--- config.mk ---
export PLATFORM = sky130hd
export DESIGN_NAME = csd_top
export DESIGN_NICKNAME = d
export VERILOG_FILES = /design/src/pkg/csd_pkg.sv /design/src/verilog/csd_top.sv
export SDC_FILE = /design/constraint.sdc
export NUM_CORES = 1
export LEC_CHECK = 0
export BUFFER_PORTS_ARGS = -buffer_cell sky130_fd_sc_hd__buf_2
export CORE_UTILIZATION = 39
export CTS_CLUSTER_DIAMETER = 30
export DETAILED_ROUTE_END_ITERATION = 7
export PLACE_DENSITY_LB_ADDON = 0.12
export RECOVER_POWER = 25
export SKIP_CTS_REPAIR_TIMING = 1
export SLEW_MARGIN = 5
export SYNTH_ARGS = -nofsm -noshare
export SYNTH_HDL_FRONTEND = slang
export SYNTH_SLANG_ARGS = --single-unit
--- constraint.sdc ---
create_clock -name clock -period 4.7 [get_ports clock]
set_input_delay 1.175 -clock clock [delete_from_list [all_inputs] [get_ports clock]]
set_output_delay 1.175 -clock clock [all_outputs]
set_load 0.01 [all_outputs]
--- src/pkg/csd_pkg.sv ---
// Purpose: Shared constants and types of the clock select, divide and trim block
// Assumes: 8-bit register data, 9-bit register address
// Notes:   All oscillator sources arrive as one-cycle ticks on the system clock; the external pin arrives as a level
package csd_pkg;

    ////////////////////////////////////////////////////////////////////////////
    localparam int          ADDR_W          = 9;
    localparam int          DATA_W          = 8;

    localparam logic [8:0]  OFF_CPU_CLK     = 9'h030;
    localparam logic [8:0]  OFF_TMR_CLK     = 9'h031;
    localparam logic [8:0]  OFF_FAST_TRIM   = 9'h034;
    localparam logic [8:0]  OFF_SLOW_TRIM   = 9'h036;
    localparam logic [8:0]  OFF_RELOAD_LO   = 9'h040;
    localparam logic [8:0]  OFF_RELOAD_HI   = 9'h041;
    localparam logic [8:0]  OFF_COUNT_LO    = 9'h042;
    localparam logic [8:0]  OFF_COUNT_HI    = 9'h043;
    localparam logic [8:0]  OFF_STATUS      = 9'h044;
    localparam logic [8:0]  OFF_OSC_CTRL0   = 9'h1e0;

    localparam logic [7:0]  RST_CPU_CLK     = 8'h00;
    localparam logic [7:0]  RST_TMR_CLK     = 8'h8f;
    localparam logic [7:0]  RST_OSC_CTRL0   = 8'h00;
    localparam logic [7:0]  RST_SLOW_TRIM   = 8'h00;
    localparam logic [11:0] RST_RELOAD      = 12'h000;

    localparam logic [7:0]  MASK_CPU_CLK    = 8'h03;
    localparam logic [7:0]  MASK_OSC_CTRL0  = 8'h3f;
    localparam logic [7:0]  MASK_SLOW_TRIM  = 8'hbf;

    // Field positions
    localparam int          CPU_EXT_BIT     = 0;
    localparam int          CPU_SLOW_BIT    = 1;
    localparam int          CAP_DIV_LSB     = 6;
    localparam int          CAP_SEL_LSB     = 4;
    localparam int          INT_DIV_LSB     = 2;
    localparam int          INT_SEL_LSB     = 0;
    localparam int          SPEED_LSB       = 0;
    localparam int          SLOW_LP_BIT     = 7;
    localparam int          STAT_REC_BIT    = 0;

    // Timer source select codes
    localparam logic [1:0]  SEL_FAST        = 2'h0;
    localparam logic [1:0]  SEL_RSVD        = 2'h1;
    localparam logic [1:0]  SEL_SLOW        = 2'h2;
    localparam logic [1:0]  SEL_ALT         = 2'h3;

    // Processor speed codes
    localparam logic [2:0]  SPD_DIV8        = 3'h0;
    localparam logic [2:0]  SPD_DIV4        = 3'h1;
    localparam logic [2:0]  SPD_DIV2        = 3'h2;
    localparam logic [2:0]  SPD_DIV16       = 3'h4;
    localparam logic [2:0]  SPD_DIV32       = 3'h5;
    localparam logic [2:0]  SPD_DIV128      = 3'h6;

    // Terminal counts, ratio minus one
    localparam logic [7:0]  TC_DIV2         = 8'h01;
    localparam logic [7:0]  TC_DIV4         = 8'h03;
    localparam logic [7:0]  TC_DIV8         = 8'h07;
    localparam logic [7:0]  TC_DIV16        = 8'h0f;
    localparam logic [7:0]  TC_DIV32        = 8'h1f;
    localparam logic [7:0]  TC_DIV128       = 8'h7f;

    localparam logic [1:0]  RECOVER_TICKS   = 2'h3;

    ////////////////////////////////////////////////////////////////////////////
    typedef struct packed {
        logic [8:0] addr;
        logic [7:0] wdata;
        logic       wr;
        logic       rd;
    } csd_bus_req_type;

    typedef struct packed {
        logic fast;
        logic slow;
        logic xtal;
    } csd_src_type;

    typedef struct packed {
        logic       tick;
        logic [7:0] cnt;
    } csd_div_type;

    // One step of a tick divider
    function automatic csd_div_type csd_div_step(input logic [7:0] cnt,
                                                 input logic [7:0] term,
                                                 input logic       src);
        csd_div_type r;
        r.tick = 1'b0;
        r.cnt  = cnt;
        if (src) begin
            if (cnt >= term) begin
                r.tick = 1'b1;
                r.cnt  = 8'h00;
            end else begin
                r.cnt  = cnt + 8'h01;
            end
        end
        return r;
    endfunction : csd_div_step

    // Timer source mux, reserved code gives no ticks
    function automatic logic csd_pick(input logic [1:0] sel,
                                      input logic       fast,
                                      input logic       slow,
                                      input logic       alt);
        logic r;
        r = 1'b0;
        case (sel)
            SEL_FAST: r = fast;
            SEL_SLOW: r = slow;
            SEL_ALT:  r = alt;
            default:  r = 1'b0;
        endcase
        return r;
    endfunction : csd_pick

endpackage : csd_pkg

--- src/verilog/csd_top.sv ---
// Purpose: Clock selection, division and oscillator trim with interval timer
// Assumes: Oscillators arrive as ticks; external pin is asynchronous
// Notes:   Divided clocks leave as one-cycle enables, never as gated clocks
`timescale 1ns/100ps
module csd_top #(
    parameter logic [7:0] FAST_TRIM_POR = 8'h10
) (
    input  wire logic                     clock,
    input  wire logic                     reset,
    input  wire logic                     clk_en,
    input  wire csd_pkg::csd_bus_req_type bus_req,
    output logic [7:0]                    bus_rdata,
    input  wire csd_pkg::csd_src_type     osc_tick,
    input  wire logic                     external_clock_pin,
    input  wire logic                     xtal_enable,
    input  wire logic                     sleep_req,
    output logic                          fast_osc_run,
    output logic                          fast_osc_recovered,
    output logic [7:0]                    fast_osc_trim,
    output logic [7:0]                    slow_osc_trim,
    output logic                          slow_osc_low_power,
    output logic                          processor_clock,
    output logic                          capture_timer_clock,
    output logic                          interval_timer_clock,
    output logic                          interval_irq
);

    ////////////////////////////////////////////////////////////////////////////
    // External pin synchroniser and source qualification
    logic       pin_s1_ff, pin_s2_ff, pin_s3_ff;
    logic       nxt_pin_s1, nxt_pin_s2, nxt_pin_s3;
    logic       ext_tick, fast_tick, slow_tick;

    always_comb begin
        nxt_pin_s1 = external_clock_pin;
        nxt_pin_s2 = pin_s1_ff;
        nxt_pin_s3 = pin_s2_ff;
    end

    always_ff @(posedge clock or posedge reset) begin
        if (reset) begin
            pin_s1_ff <= 1'b0;
            pin_s2_ff <= 1'b0;
            pin_s3_ff <= 1'b0;
        end else if (clk_en) begin
            pin_s1_ff <= nxt_pin_s1;
            pin_s2_ff <= nxt_pin_s2;
            pin_s3_ff <= nxt_pin_s3;
        end
    end

    assign ext_tick  = xtal_enable ? osc_tick.xtal : (pin_s2_ff & ~pin_s3_ff);
    assign slow_tick = osc_tick.slow;
    assign fast_tick = osc_tick.fast & fast_osc_run;

    ////////////////////////////////////////////////////////////////////////////
    // Sleep and fast oscillator recovery
    logic [1:0] rec_cnt_ff;
    logic       rec_ff;
    logic [1:0] nxt_rec_cnt;
    logic       nxt_rec;

    always_comb begin
        nxt_rec_cnt = rec_cnt_ff;
        nxt_rec     = rec_ff;
        if (sleep_req) begin
            nxt_rec_cnt = 2'h0;
            nxt_rec     = 1'b0;
        end else if (!rec_ff && slow_tick) begin
            nxt_rec_cnt = rec_cnt_ff + 2'h1;
            if (nxt_rec_cnt == csd_pkg::RECOVER_TICKS) begin
                nxt_rec = 1'b1;
            end
        end
    end

    always_ff @(posedge clock or posedge reset) begin
        if (reset) begin
            rec_cnt_ff <= 2'h0;
            rec_ff     <= 1'b1;
        end else if (clk_en) begin
            rec_cnt_ff <= nxt_rec_cnt;
            rec_ff     <= nxt_rec;
        end
    end

    assign fast_osc_run       = rec_ff & ~sleep_req;
    assign fast_osc_recovered = rec_ff;

    ////////////////////////////////////////////////////////////////////////////
    // Register file
    logic [7:0]  cpu_cfg_ff;
    logic [7:0]  tmr_cfg_ff;
    logic [7:0]  fast_trim_ff;
    logic [7:0]  slow_trim_ff;
    logic [7:0]  osc_ctrl0_ff;
    logic [11:0] reload_ff;
    logic [7:0]  rdata_ff;
    logic [7:0]  nxt_cpu_cfg;
    logic [7:0]  nxt_tmr_cfg;
    logic [7:0]  nxt_fast_trim;
    logic [7:0]  nxt_slow_trim;
    logic [7:0]  nxt_osc_ctrl0;
    logic [11:0] nxt_reload;
    logic [7:0]  nxt_rdata;
    logic [11:0] count_ff;

    always_comb begin
        nxt_cpu_cfg   = cpu_cfg_ff;
        nxt_tmr_cfg   = tmr_cfg_ff;
        nxt_fast_trim = fast_trim_ff;
        nxt_slow_trim = slow_trim_ff;
        nxt_osc_ctrl0 = osc_ctrl0_ff;
        nxt_reload    = reload_ff;
        nxt_rdata     = 8'h00;
        if (bus_req.wr) begin
            case (bus_req.addr)
                csd_pkg::OFF_CPU_CLK:   nxt_cpu_cfg   = bus_req.wdata & csd_pkg::MASK_CPU_CLK;
                csd_pkg::OFF_TMR_CLK:   nxt_tmr_cfg   = bus_req.wdata;
                csd_pkg::OFF_FAST_TRIM: nxt_fast_trim = bus_req.wdata;
                csd_pkg::OFF_SLOW_TRIM: nxt_slow_trim = bus_req.wdata & csd_pkg::MASK_SLOW_TRIM;
                csd_pkg::OFF_OSC_CTRL0: nxt_osc_ctrl0 = bus_req.wdata & csd_pkg::MASK_OSC_CTRL0;
                csd_pkg::OFF_RELOAD_LO: nxt_reload[7:0]  = bus_req.wdata;
                csd_pkg::OFF_RELOAD_HI: nxt_reload[11:8] = bus_req.wdata[3:0];
                default: begin
                end
            endcase
        end
        if (sleep_req) begin
            // Sleep beats a write so the wake always starts internal
            nxt_cpu_cfg = csd_pkg::RST_CPU_CLK;
        end
        if (bus_req.rd) begin
            case (bus_req.addr)
                csd_pkg::OFF_CPU_CLK:   nxt_rdata = cpu_cfg_ff;
                csd_pkg::OFF_TMR_CLK:   nxt_rdata = tmr_cfg_ff;
                csd_pkg::OFF_FAST_TRIM: nxt_rdata = fast_trim_ff;
                csd_pkg::OFF_SLOW_TRIM: nxt_rdata = slow_trim_ff;
                csd_pkg::OFF_OSC_CTRL0: nxt_rdata = osc_ctrl0_ff;
                csd_pkg::OFF_RELOAD_LO: nxt_rdata = reload_ff[7:0];
                csd_pkg::OFF_RELOAD_HI: nxt_rdata = {4'h0, reload_ff[11:8]};
                csd_pkg::OFF_COUNT_LO:  nxt_rdata = count_ff[7:0];
                csd_pkg::OFF_COUNT_HI:  nxt_rdata = {4'h0, count_ff[11:8]};
                csd_pkg::OFF_STATUS:    nxt_rdata = {7'h00, rec_ff};
                default:                nxt_rdata = 8'h00;
            endcase
        end
    end

    always_ff @(posedge clock or posedge reset) begin
        if (reset) begin
            cpu_cfg_ff   <= csd_pkg::RST_CPU_CLK;
            tmr_cfg_ff   <= csd_pkg::RST_TMR_CLK;
            fast_trim_ff <= FAST_TRIM_POR;
            slow_trim_ff <= csd_pkg::RST_SLOW_TRIM;
            osc_ctrl0_ff <= csd_pkg::RST_OSC_CTRL0;
            reload_ff    <= csd_pkg::RST_RELOAD;
            rdata_ff     <= 8'h00;
        end else if (clk_en) begin
            cpu_cfg_ff   <= nxt_cpu_cfg;
            tmr_cfg_ff   <= nxt_tmr_cfg;
            fast_trim_ff <= nxt_fast_trim;
            slow_trim_ff <= nxt_slow_trim;
            osc_ctrl0_ff <= nxt_osc_ctrl0;
            reload_ff    <= nxt_reload;
            rdata_ff     <= nxt_rdata;
        end
    end

    assign bus_rdata          = rdata_ff;
    assign fast_osc_trim      = fast_trim_ff;
    assign slow_osc_trim      = slow_trim_ff;
    assign slow_osc_low_power = slow_trim_ff[csd_pkg::SLOW_LP_BIT];

    ////////////////////////////////////////////////////////////////////////////
    // Dividers; settings are taken at an output tick, or at once from a reserved select, so no runt appears
    logic [7:0]           cpu_cnt_ff, cap_cnt_ff, int_cnt_ff;
    logic [4:0]           cpu_act_ff;
    logic [3:0]           cap_act_ff, int_act_ff;
    logic                 cpu_tick_ff, cap_tick_ff, int_tick_ff;
    logic [7:0]           nxt_cpu_cnt, nxt_cap_cnt, nxt_int_cnt;
    logic [4:0]           nxt_cpu_act;
    logic [3:0]           nxt_cap_act, nxt_int_act;
    logic                 nxt_cpu_tick, nxt_cap_tick, nxt_int_tick;
    logic                 cpu_src, cap_src, int_src;
    logic [7:0]           cpu_term, cap_term, int_term;
    csd_pkg::csd_div_type cpu_step, cap_step, int_step;

    always_comb begin
        // Processor: slow bit, ext bit, speed field
        if (cpu_act_ff[4]) begin
            cpu_src = slow_tick;
        end else if (cpu_act_ff[3]) begin
            cpu_src = ext_tick;
        end else begin
            cpu_src = fast_tick;
        end
        case (cpu_act_ff[2:0])
            csd_pkg::SPD_DIV8:   cpu_term = csd_pkg::TC_DIV8;
            csd_pkg::SPD_DIV4:   cpu_term = csd_pkg::TC_DIV4;
            csd_pkg::SPD_DIV2:   cpu_term = csd_pkg::TC_DIV2;
            csd_pkg::SPD_DIV16:  cpu_term = csd_pkg::TC_DIV16;
            csd_pkg::SPD_DIV32:  cpu_term = csd_pkg::TC_DIV32;
            csd_pkg::SPD_DIV128: cpu_term = csd_pkg::TC_DIV128;
            default:             cpu_term = csd_pkg::TC_DIV8;
        endcase
        // Capture: 2, 4, 6, 8
        cap_src  = csd_pkg::csd_pick(cap_act_ff[1:0], fast_tick, slow_tick, ext_tick);
        cap_term = {5'h00, cap_act_ff[3:2], 1'b1};
        cpu_step = csd_pkg::csd_div_step(cpu_cnt_ff, cpu_term, cpu_src);
        cap_step = csd_pkg::csd_div_step(cap_cnt_ff, cap_term, cap_src);
        // Interval: 1..4, may chain off the capture tick
        int_src  = csd_pkg::csd_pick(int_act_ff[1:0], fast_tick, slow_tick, cap_step.tick);
        int_term = {6'h00, int_act_ff[3:2]};
        int_step = csd_pkg::csd_div_step(int_cnt_ff, int_term, int_src);

        nxt_cpu_cnt  = cpu_step.cnt;
        nxt_cap_cnt  = cap_step.cnt;
        nxt_int_cnt  = int_step.cnt;
        nxt_cpu_tick = cpu_step.tick;
        nxt_cap_tick = cap_step.tick;
        nxt_int_tick = int_step.tick;
        nxt_cpu_act  = cpu_act_ff;
        nxt_cap_act  = cap_act_ff;
        nxt_int_act  = int_act_ff;
        // Each path takes its own settings independently
        if (cpu_step.tick) begin
            nxt_cpu_act = {cpu_cfg_ff[csd_pkg::CPU_SLOW_BIT], cpu_cfg_ff[csd_pkg::CPU_EXT_BIT],
                           osc_ctrl0_ff[csd_pkg::SPEED_LSB +: 3]};
        end
        // A stopped reserved path would never tick, so it may switch at once
        if (cap_step.tick || cap_act_ff[1:0] == csd_pkg::SEL_RSVD) begin
            nxt_cap_act = tmr_cfg_ff[csd_pkg::CAP_SEL_LSB +: 4]; // Divider sits above select
            if (!cap_step.tick) begin
                nxt_cap_cnt = 8'h00;
            end
        end
        if (int_step.tick || int_act_ff[1:0] == csd_pkg::SEL_RSVD) begin
            nxt_int_act = tmr_cfg_ff[csd_pkg::INT_SEL_LSB +: 4]; // Divider sits above select
            if (!int_step.tick) begin
                nxt_int_cnt = 8'h00;
            end
        end
    end

    always_ff @(posedge clock or posedge reset) begin
        if (reset) begin
            cpu_cnt_ff  <= 8'h00;
            cap_cnt_ff  <= 8'h00;
            int_cnt_ff  <= 8'h00;
            cpu_act_ff  <= {csd_pkg::RST_CPU_CLK[1:0], csd_pkg::RST_OSC_CTRL0[2:0]};
            cap_act_ff  <= csd_pkg::RST_TMR_CLK[7:4];
            int_act_ff  <= csd_pkg::RST_TMR_CLK[3:0];
            cpu_tick_ff <= 1'b0;
            cap_tick_ff <= 1'b0;
            int_tick_ff <= 1'b0;
        end else if (clk_en) begin
            cpu_cnt_ff  <= nxt_cpu_cnt;
            cap_cnt_ff  <= nxt_cap_cnt;
            int_cnt_ff  <= nxt_int_cnt;
            cpu_act_ff  <= nxt_cpu_act;
            cap_act_ff  <= nxt_cap_act;
            int_act_ff  <= nxt_int_act;
            cpu_tick_ff <= nxt_cpu_tick;
            cap_tick_ff <= nxt_cap_tick;
            int_tick_ff <= nxt_int_tick;
        end
    end

    assign processor_clock      = cpu_tick_ff;
    assign capture_timer_clock  = cap_tick_ff;
    assign interval_timer_clock = int_tick_ff;

    ////////////////////////////////////////////////////////////////////////////
    // Interval down counter; a zero count spends the next tick reloading
    logic [11:0] nxt_count;
    logic        irq_ff;
    logic        nxt_irq;

    always_comb begin
        nxt_count = count_ff;
        nxt_irq   = 1'b0;
        if (int_tick_ff) begin
            if (count_ff == 12'h000) begin
                nxt_count = reload_ff;
                nxt_irq   = 1'b1;
            end else begin
                nxt_count = count_ff - 12'h001;
            end
        end
    end

    always_ff @(posedge clock or posedge reset) begin
        if (reset) begin
            count_ff <= 12'h000;
            irq_ff   <= 1'b0;
        end else if (clk_en) begin
            count_ff <= nxt_count;
            irq_ff   <= nxt_irq;
        end
    end

    assign interval_irq = irq_ff;

endmodule : csd_top

==> results of run 1 <==
==> critical path, stage by stage <==
cell and delay, ns:
clkbuf_1 0.81, inv_1 0.64, a21oi_1 0.62, nand4_1 0.22, or2_2 0.33, a21oi_1 0.13
==> metrics by stage <==
step	hold WS (ns)	std cells	total power [uW]	area (um^2)	utilization, %
3_3_place_gp	0.470	770	1570	6250	43.0
4_1_cts	0.491	786	2380	6560	45.1
2_1_floorplan	0.454	547	1440	5800	-
6_report	0.483	787	2350	6560	45.1
3_5_place_dp	0.474	770	1590	6250	43.0
5_1_grt	0.508	786	2490	6550	45.1
==> per-layer routing <==
metal	part of all wire (%)	routed length, um
met4	2.7	414
met3	4.4	662
met1	43	6580
met5	0	0
met2	49	7470
==> cell type report <==
class,instances,area [um^2]
repair buffers,59,310
clock buffers,11,243
inverters,28,108
fillers,1434,7980
multi-input cells,389,2840
flip-flops and latches,110,2770
diodes,1,2.50
clock inverters,5,58.8
well taps,184,230
==> path summary, 6_finish.rpt <==
check / start / cells after the start / slack (ns) / end
setup / recovery: clk_en / 6 / 1.04 / cap_cnt_ff[6]$_DFFE_PP0P_
hold / removal: bus_rdata[4]$_DFFE_PP0P_ / 1 / 0.48 / bus_rdata[4]$_DFFE_PP0P_
setup reg to reg: pin_s3_ff$_DFFE_PP0P_ / 5 / 2.13 / cpu_act_ff[2]$_DFFE_PP0P_
hold reg to reg: bus_rdata[4]$_DFFE_PP0P_ / 1 / 0.48 / bus_rdata[4]$_DFFE_PP0P_
max in group asynchronous: reset / 3 / 2.94 / reload_ff[0]$_DFFE_PP0P_
min in group asynchronous: reset / 2 / 1.01 / cpu_cnt_ff[7]$_DFFE_PP0P_
==> logic make-up (layout without fill, tap and decap cells) <==
| kind of cell | Yosys count | count (layout) |
|---|---|---|
| and+or+nand+nor | 167 | 167 |
| AOI/OAI and AO/OA | 140 | 140 |
| DFF | 110 | 110 |
| muxes | 60 | 60 |
| buffers and inverters | 48 | 103 |
| adders and majority gates | 16 | 16 |
| xor gates and xnor gates | 5 | 5 |
| other | 1 | 2 |
==> synthesized netlist by cell type, types with 3 or more instances <==
cell       count
o21ai_0       31
and2_1         6
or3_1          8
nor4_1         7
a22o_1         3
nor3b_1        3
o21a_1         3
nand4bb_1      3
buf_4          4
o211ai_1       4
ha_1          16
dfstp_2       12
nor3_1        13
nand3b_1       3
nor2_1        19
buf_2          5
or4_1          3
nand3_1       18
nor2b_1       11
clkbuf_1       9
a32o_1         4
a222oi_1       5
mux2i_1        8
o2bb2ai_1      6
o31ai_1        3
o22ai_1        4
dfrtp_1       98
a21oi_1       35
a211oi_1       5
a31oi_1        7
inv_1         28
xor2_1         5
and3_1         3
nand4_1        7
mux2_2        52
a21o_1         6
nand2_1       39
a22oi_1        3
nor3_2         3
and4_1         3
==> flip-flops by register name, indices dropped and copies added, names as in the netlist, 2 cells and up <==
| register | flops |
|---|---|
| reload_ff | 12 |
| cpu_cnt_ff | 8 |
| rec_cnt_ff | 2 |
| cpu_act_ff | 5 |
| count_ff | 12 |
| bus_rdata | 8 |
| tmr_cfg_ff | 8 |
| cap_cnt_ff | 8 |
| cpu_cfg_ff | 2 |
| slow_osc_trim | 7 |
| int_cnt_ff | 8 |
| int_act_ff | 4 |
| fast_osc_trim | 8 |
| osc_ctrl0_ff | 6 |
| cap_act_ff | 4 |
==> where the power goes <==
part	switching, uW	total [uW]	internal [uW]
sequential	88.6	1110	1030
clock	356	785	428
combinational	277	451	174
==> impl_results.rst, run 1 <==
.. list-table::
   :header-rows: 1

   * - Metric
     - Value
   * - Result of the run
     - completed
   * - Mux share of post-synthesis cell area
     - 11.5%
   * - Compound-cell area share of the yosys netlist
     - ~16%
   * - Number of flip-flops and latches in the synthesized netlist
     - 110
   * - Fmax
     - between 200 and 300 MHz
   * - Highest-count cells in the layout ignoring fill and taps
     - dfrtp_1, buf_2, mux2_2, nand2_1, a21oi_1
   * - Async set or reset register ratio after synthesis
     - between 90% and 100%
   * - Synth Area in Simple Gates
     - between 15 and 20%
   * - Least-Margin Pin Slew
     - between 1 and 1.5 ns
   * - Share of post-route cells with drive strength above 1
     - between 20% and 30%
   * - Kind of critical path
     - in -> reg
   * - Final net count
     - approximately 640
   * - Startpoint types
     - input port
   * - Number of enable flip-flop cells after synthesis
     - 0
   * - Pins over their slew limit
     - 0
   * - Hold Crit Class
     - reg -> reg
   * - Unique masters post-synth
     - between 70 and 80
   * - Total negative slack for setup checks
     - 0 ns
   * - Leak Pwr
     - approximately 0.003 uW
   * - Busiest layer in global routing
     - met2
   * - Cell taking the most area after synthesis
     - dfrtp_1
   * - CP endpoint kind
     - flop
   * - Met2 track demand over resource
     - around 35%
   * - Routed wire length per instance
     - 19.2 um
   * - Number of clock buffers inserted by TritonCTS
     - 9
   * - Post-route clock period utilization
     - just under 80%
   * - Die area
     - ~0.015 mm^2
   * - Required time of the critical path
     - 4.98 ns
   * - Gpl congestion
     - about 0.91
   * - Vias per cell
     - about 5.7
   * - Top cell type's share of synthesized area
     - a little over two fifths
   * - Pre-antenna DRT Iters
     - 6
   * - CTS Sinks
     - 110
   * - Placeable core area
     - 0.0145 mm^2
   * - Fin crit period
     - roughly 3.7 ns
   * - Max IR drop VDD
     - between 0.15 and 0.2 mV
   * - Xor and xnor area share after synthesis
     - less than 1%
   * - Syn Area/Cell
     - approximately 11 um^2
   * - Global routing usage on met3
     - about 4.6%
   * - CTS tree
     - done
   * - Post-route ant nets
     - 0
   * - Starting DRC count in detailed routing
     - 401
   * - Overall die height
     - 124 um
   * - GRT met1 Usage
     - between 20% and 30%
   * - CP max FO
     - 24
   * - Grt ovf
     - 0
   * - Clock tree buffer depth
     - 2
   * - Cell Area, Synth
     - between 0.005 and 0.006 mm^2
   * - Pre-CTS WS
     - ~1.3 ns
   * - Number of failing setup endpoints in the final timing report
     - 0
   * - Max-cap violation count
     - 0
   * - Setup repair after global routing missed its margin
     - no
   * - Synthesis-to-layout area growth
     - 12.9%
   * - Combined global-route utilization of all metal layers
     - a little over a fifth
   * - Worst Setup Slack, final
     - between 1 and 1.5 ns
   * - Pwr dens
     - ~360 mW/mm^2
   * - Remaining max-slew budget at the tightest pin
     - about a quarter
   * - Proportion of synthesized chip area in sequential cells
     - 47.7%
   * - Wire length of the first global-routing pass
     - about 24000 um
   * - Post-synth top flop
     - dfrtp_1
   * - Number of buffer cells added on primary ports
     - 57
   * - Starting Density
     - 39.9%
   * - Count of H-tree levels built during CTS
     - 3
   * - Number of antenna violations at the first check in global routing
     - 1
   * - Area share of fa/ha/maj cells after synthesis
     - 3.45%
   * - Worst-case clock skew
     - between 0.007 and 0.008 ns
   * - Most common library cell in the layout ignoring fill and taps
     - dfrtp_1
   * - Clk root buf
     - clkbuf_16
   * - Via count
     - 4521
   * - Number of top-level design ports
     - 59
   * - Syn_nets
     - around 590
   * - Reg clk slew, reported paths
     - 0.07 ns
   * - Via count of the first global-routing pass
     - ~4500
   * - Arrival time at the worst endpoint
     - between 3 and 4 ns
   * - Largest cells by area after synthesis
     - dfrtp_1, mux2_2, dfstp_2
   * - Number of rows in the core area
     - 44
   * - Residual DRC
     - 0
   * - Maximum number of pins on one net before global-route repair
     - 74
   * - Dominant combinational cell family by area after synthesis
     - simple AND/OR/NAND/NOR gates
   * - Die width
     - roughly 120 um
   * - Number of instances in the synthesized netlist
     - approximately 550
   * - Final hold vios
     - 0
   * - DRT Wirelength
     - approximately 15000 um
   * - Dpl hpwl
     - about 11000 um
   * - Number of warnings reported in the yosys synthesis log
     - 0
   * - Clock latency on the worst-skew pair
     - 0.36 ns
No activity file was read; power rests on OpenSTA's default activity.
==> inputs of run 2 (changes only) <==
Clock period 4.7 ns to 3.8 ns, I/O delays scaled along.
==> impl_results.rst, run 2 (synthesis gave the netlist of run 1 again) <==
.. list-table::
   :header-rows: 1

   * - Metric
     - Value
   * - Pre-antenna DRT Iters
     - 5
   * - Pwr dens
     - 440 mW/mm^2
   * - Leak Pwr
     - 0.00300 uW
   * - Maximum number of pins on one net before global-route repair
     - approximately 110
   * - Post-route clock period utilization
     - about three quarters
   * - Pins over their slew limit
     - 0
   * - Remaining max-slew budget at the tightest pin
     - between 40% and 50%
   * - Most common library cell in the layout ignoring fill and taps
     - dfrtp_1
   * - Grt ovf
     - 0
   * - Reg clk slew, reported paths
     - ~0.070 ns
   * - DRT Wirelength
     - between 15000 and 20000 um
   * - Largest regs
     - count_ff (12), reload_ff (12)
   * - Number of top-level design ports
     - between 50 and 60
   * - Worst hold path startpoint
     - processor_clock$_DFFE_PP0P_
   * - Hold path cells
     - 1
   * - Max IR drop VDD
     - between 0.2 and 0.3 mV
   * - Via count
     - roughly 4600
   * - Hold Crit Class
     - reg -> reg
   * - Max-cap violation count
     - 0
   * - Wire length of the first global-routing pass
     - roughly 25000 um
   * - Register area
     - roughly 0.0028 mm^2
   * - Number of rows in the core area
     - 44
   * - Final hold vios
     - 0
   * - Fmax
     - ~360 MHz
   * - Highest-count cells in the layout ignoring fill and taps
     - dfrtp_1, buf_2, mux2_2, nand2_1, a21oi_1
   * - Fraction of power spent switching nets
     - between 30% and 40%
   * - Clock latency on the worst-skew pair
     - around 0.35 ns
   * - Kind of critical path
     - in -> reg
   * - Layout fillers
     - 1384
   * - Worst hold slack
     - around 0.48 ns
   * - CP max FO
     - 10
   * - Count of H-tree levels built during CTS
     - 3
   * - Post-route ant nets
     - 0
   * - Routed wire length per instance
     - between 15 and 20 um
   * - Required time of the critical path
     - between 4 and 5 ns
   * - Gpl congestion
     - 0.904
   * - Final net count
     - about 650
   * - CP endpoint kind
     - flop
   * - Die area
     - 0.0154 mm^2
   * - Setup repair after global routing missed its margin
     - no
   * - Tot Pwr
     - about 2900 uW
   * - Result of the run
     - completed
   * - Clock tree buffer depth
     - 2
   * - Residual DRC
     - 0
   * - Starting DRC count in detailed routing
     - around 400
   * - Clock network power share
     - roughly 33%
   * - Placeable core area
     - around 0.015 mm^2
   * - Combinational fraction of design power
     - between 10% and 20%
   * - Startpoint of the worst-slack reg-to-reg timing path
     - cap_act_ff[3]$_DFFE_PP1P_
   * - Busiest layer in global routing
     - met2
   * - Dpl hpwl
     - 11200 um
   * - Startpoint types
     - input port
   * - Final antenna diode count
     - 0
   * - Pre-CTS WS
     - 0.689 ns
   * - Switching component of the power
     - 880 uW
   * - Internal portion of total power
     - 2020 uW
   * - Clk root buf
     - clkbuf_16
   * - Number of clock buffers inserted by TritonCTS
     - 9
   * - Setup slack of the most critical reg-to-reg path
     - ~1.4 ns
   * - Die width
     - 124 um
   * - CTS tree
     - done
   * - Met2 track demand over resource
     - ~36%
   * - Via count of the first global-routing pass
     - approximately 4600
   * - Share of total power in sequential cells
     - ~47%
   * - Worst Hold Path EP
     - processor_clock$_DFFE_PP0P_
   * - Synthesis-to-layout area growth
     - 13.6%
   * - Reg-to-reg endpoint
     - int_cnt_ff[0]$_DFFE_PP0P_
   * - Number of buffer cells added on primary ports
     - 57
   * - Least-Margin Pin Slew
     - 0.854 ns
   * - Overall die height
     - between 100 and 150 um
   * - Multi-input gate area
     - around 0.0028 mm^2
   * - Total negative slack for setup checks
     - 0 ns
   * - GRT met1 Usage
     - a little over a quarter
   * - Combined global-route utilization of all metal layers
     - 21.5%
   * - Fin crit period
     - between 2 and 3 ns
   * - Global routing usage on met3
     - 5.49%
   * - Number of failing setup endpoints in the final timing report
     - 0
   * - Vias per cell
     - between 5 and 6
   * - Starting Density
     - 39.9%
   * - Worst Setup Slack, final
     - roughly 1.0 ns
   * - Number of antenna violations at the first check in global routing
     - 1
   * - Share of post-route cells with drive strength above 1
     - between 20% and 30%
   * - Path depth of the worst reg2reg path
     - 7
   * - Worst-case clock skew
     - 0.00706 ns
   * - Arrival time at the worst endpoint
     - around 3.0 ns
   * - CTS Sinks
     - 110
## run 2: changes by cell type in the layout (fill, tap and decap cells not counted), sizes merged
cell and change:
clkbuf -1, inv -1, buf +8, diode -1
## run 2: worst max path at each step
stage	to	slack, ns	start
detailed placement	fast_osc_trim[5]$_DFFE_PP0P_	0.69	bus_req[15]
floorplan	reload_ff[0]$_DFFE_PP0P_	1.14	bus_req[10]
CTS	fast_osc_trim[3]$_DFFE_PP0P_	1.06	bus_req[15]
global route	fast_osc_trim[1]$_DFFE_PP0P_	0.88	bus_req[15]
global placement	fast_osc_trim[5]$_DFFE_PP0P_	0.72	bus_req[15]
finish	fast_osc_trim[1]$_DFFE_PP0P_	1.02	bus_req[15]
## run 2: per-stage QoR
stage | utilization (%) | cells | area (um^2)
2_1_floorplan | - | 547 | 5810
3_3_place_gp | 43.3 | 776 | 6300
3_5_place_dp | 43.3 | 776 | 6300
4_1_cts | 45.4 | 792 | 6590
5_1_grt | 45.4 | 792 | 6590
6_report | 45.4 | 792 | 6590
## run 2: cell type report
type	count	area share [%]
repair buffers	65	5.43
flip-flops and latches	110	42.0
multi-input cells	389	43.0
clock buffers	12	3.74
clock inverters	4	0.721
well taps	184	3.49
inverters	28	1.61
## run 2: critical path, stage by stage
cell	delay [ns]
buf_2	0.23
nor4b_1	0.38
nand2_1	0.31
nor4_4	0.73
mux2_2	0.40
## run 2: power groups by stage
| stage | Clock (uW) | Sequential [uW] | Combinational, uW |
|---|---|---|---|
| floorplan | 0 | 1360 | 415 |
| global placement | 0 | 1390 | 548 |
| detailed placement | 0 | 1390 | 568 |
| CTS | 982 | 1370 | 570 |
| global route | 1030 | 1390 | 648 |
| finish | 956 | 1370 | 569 |
## run 2: layer usage
| layer | wire length [um] | part of all wire, % |
|---|---|---|
| met1 | 6630 | 43 |
| met2 | 7730 | 50 |
| met3 | 637 | 4.2 |
| met4 | 312 | 2.0 |
| met5 | 0 | 0 |
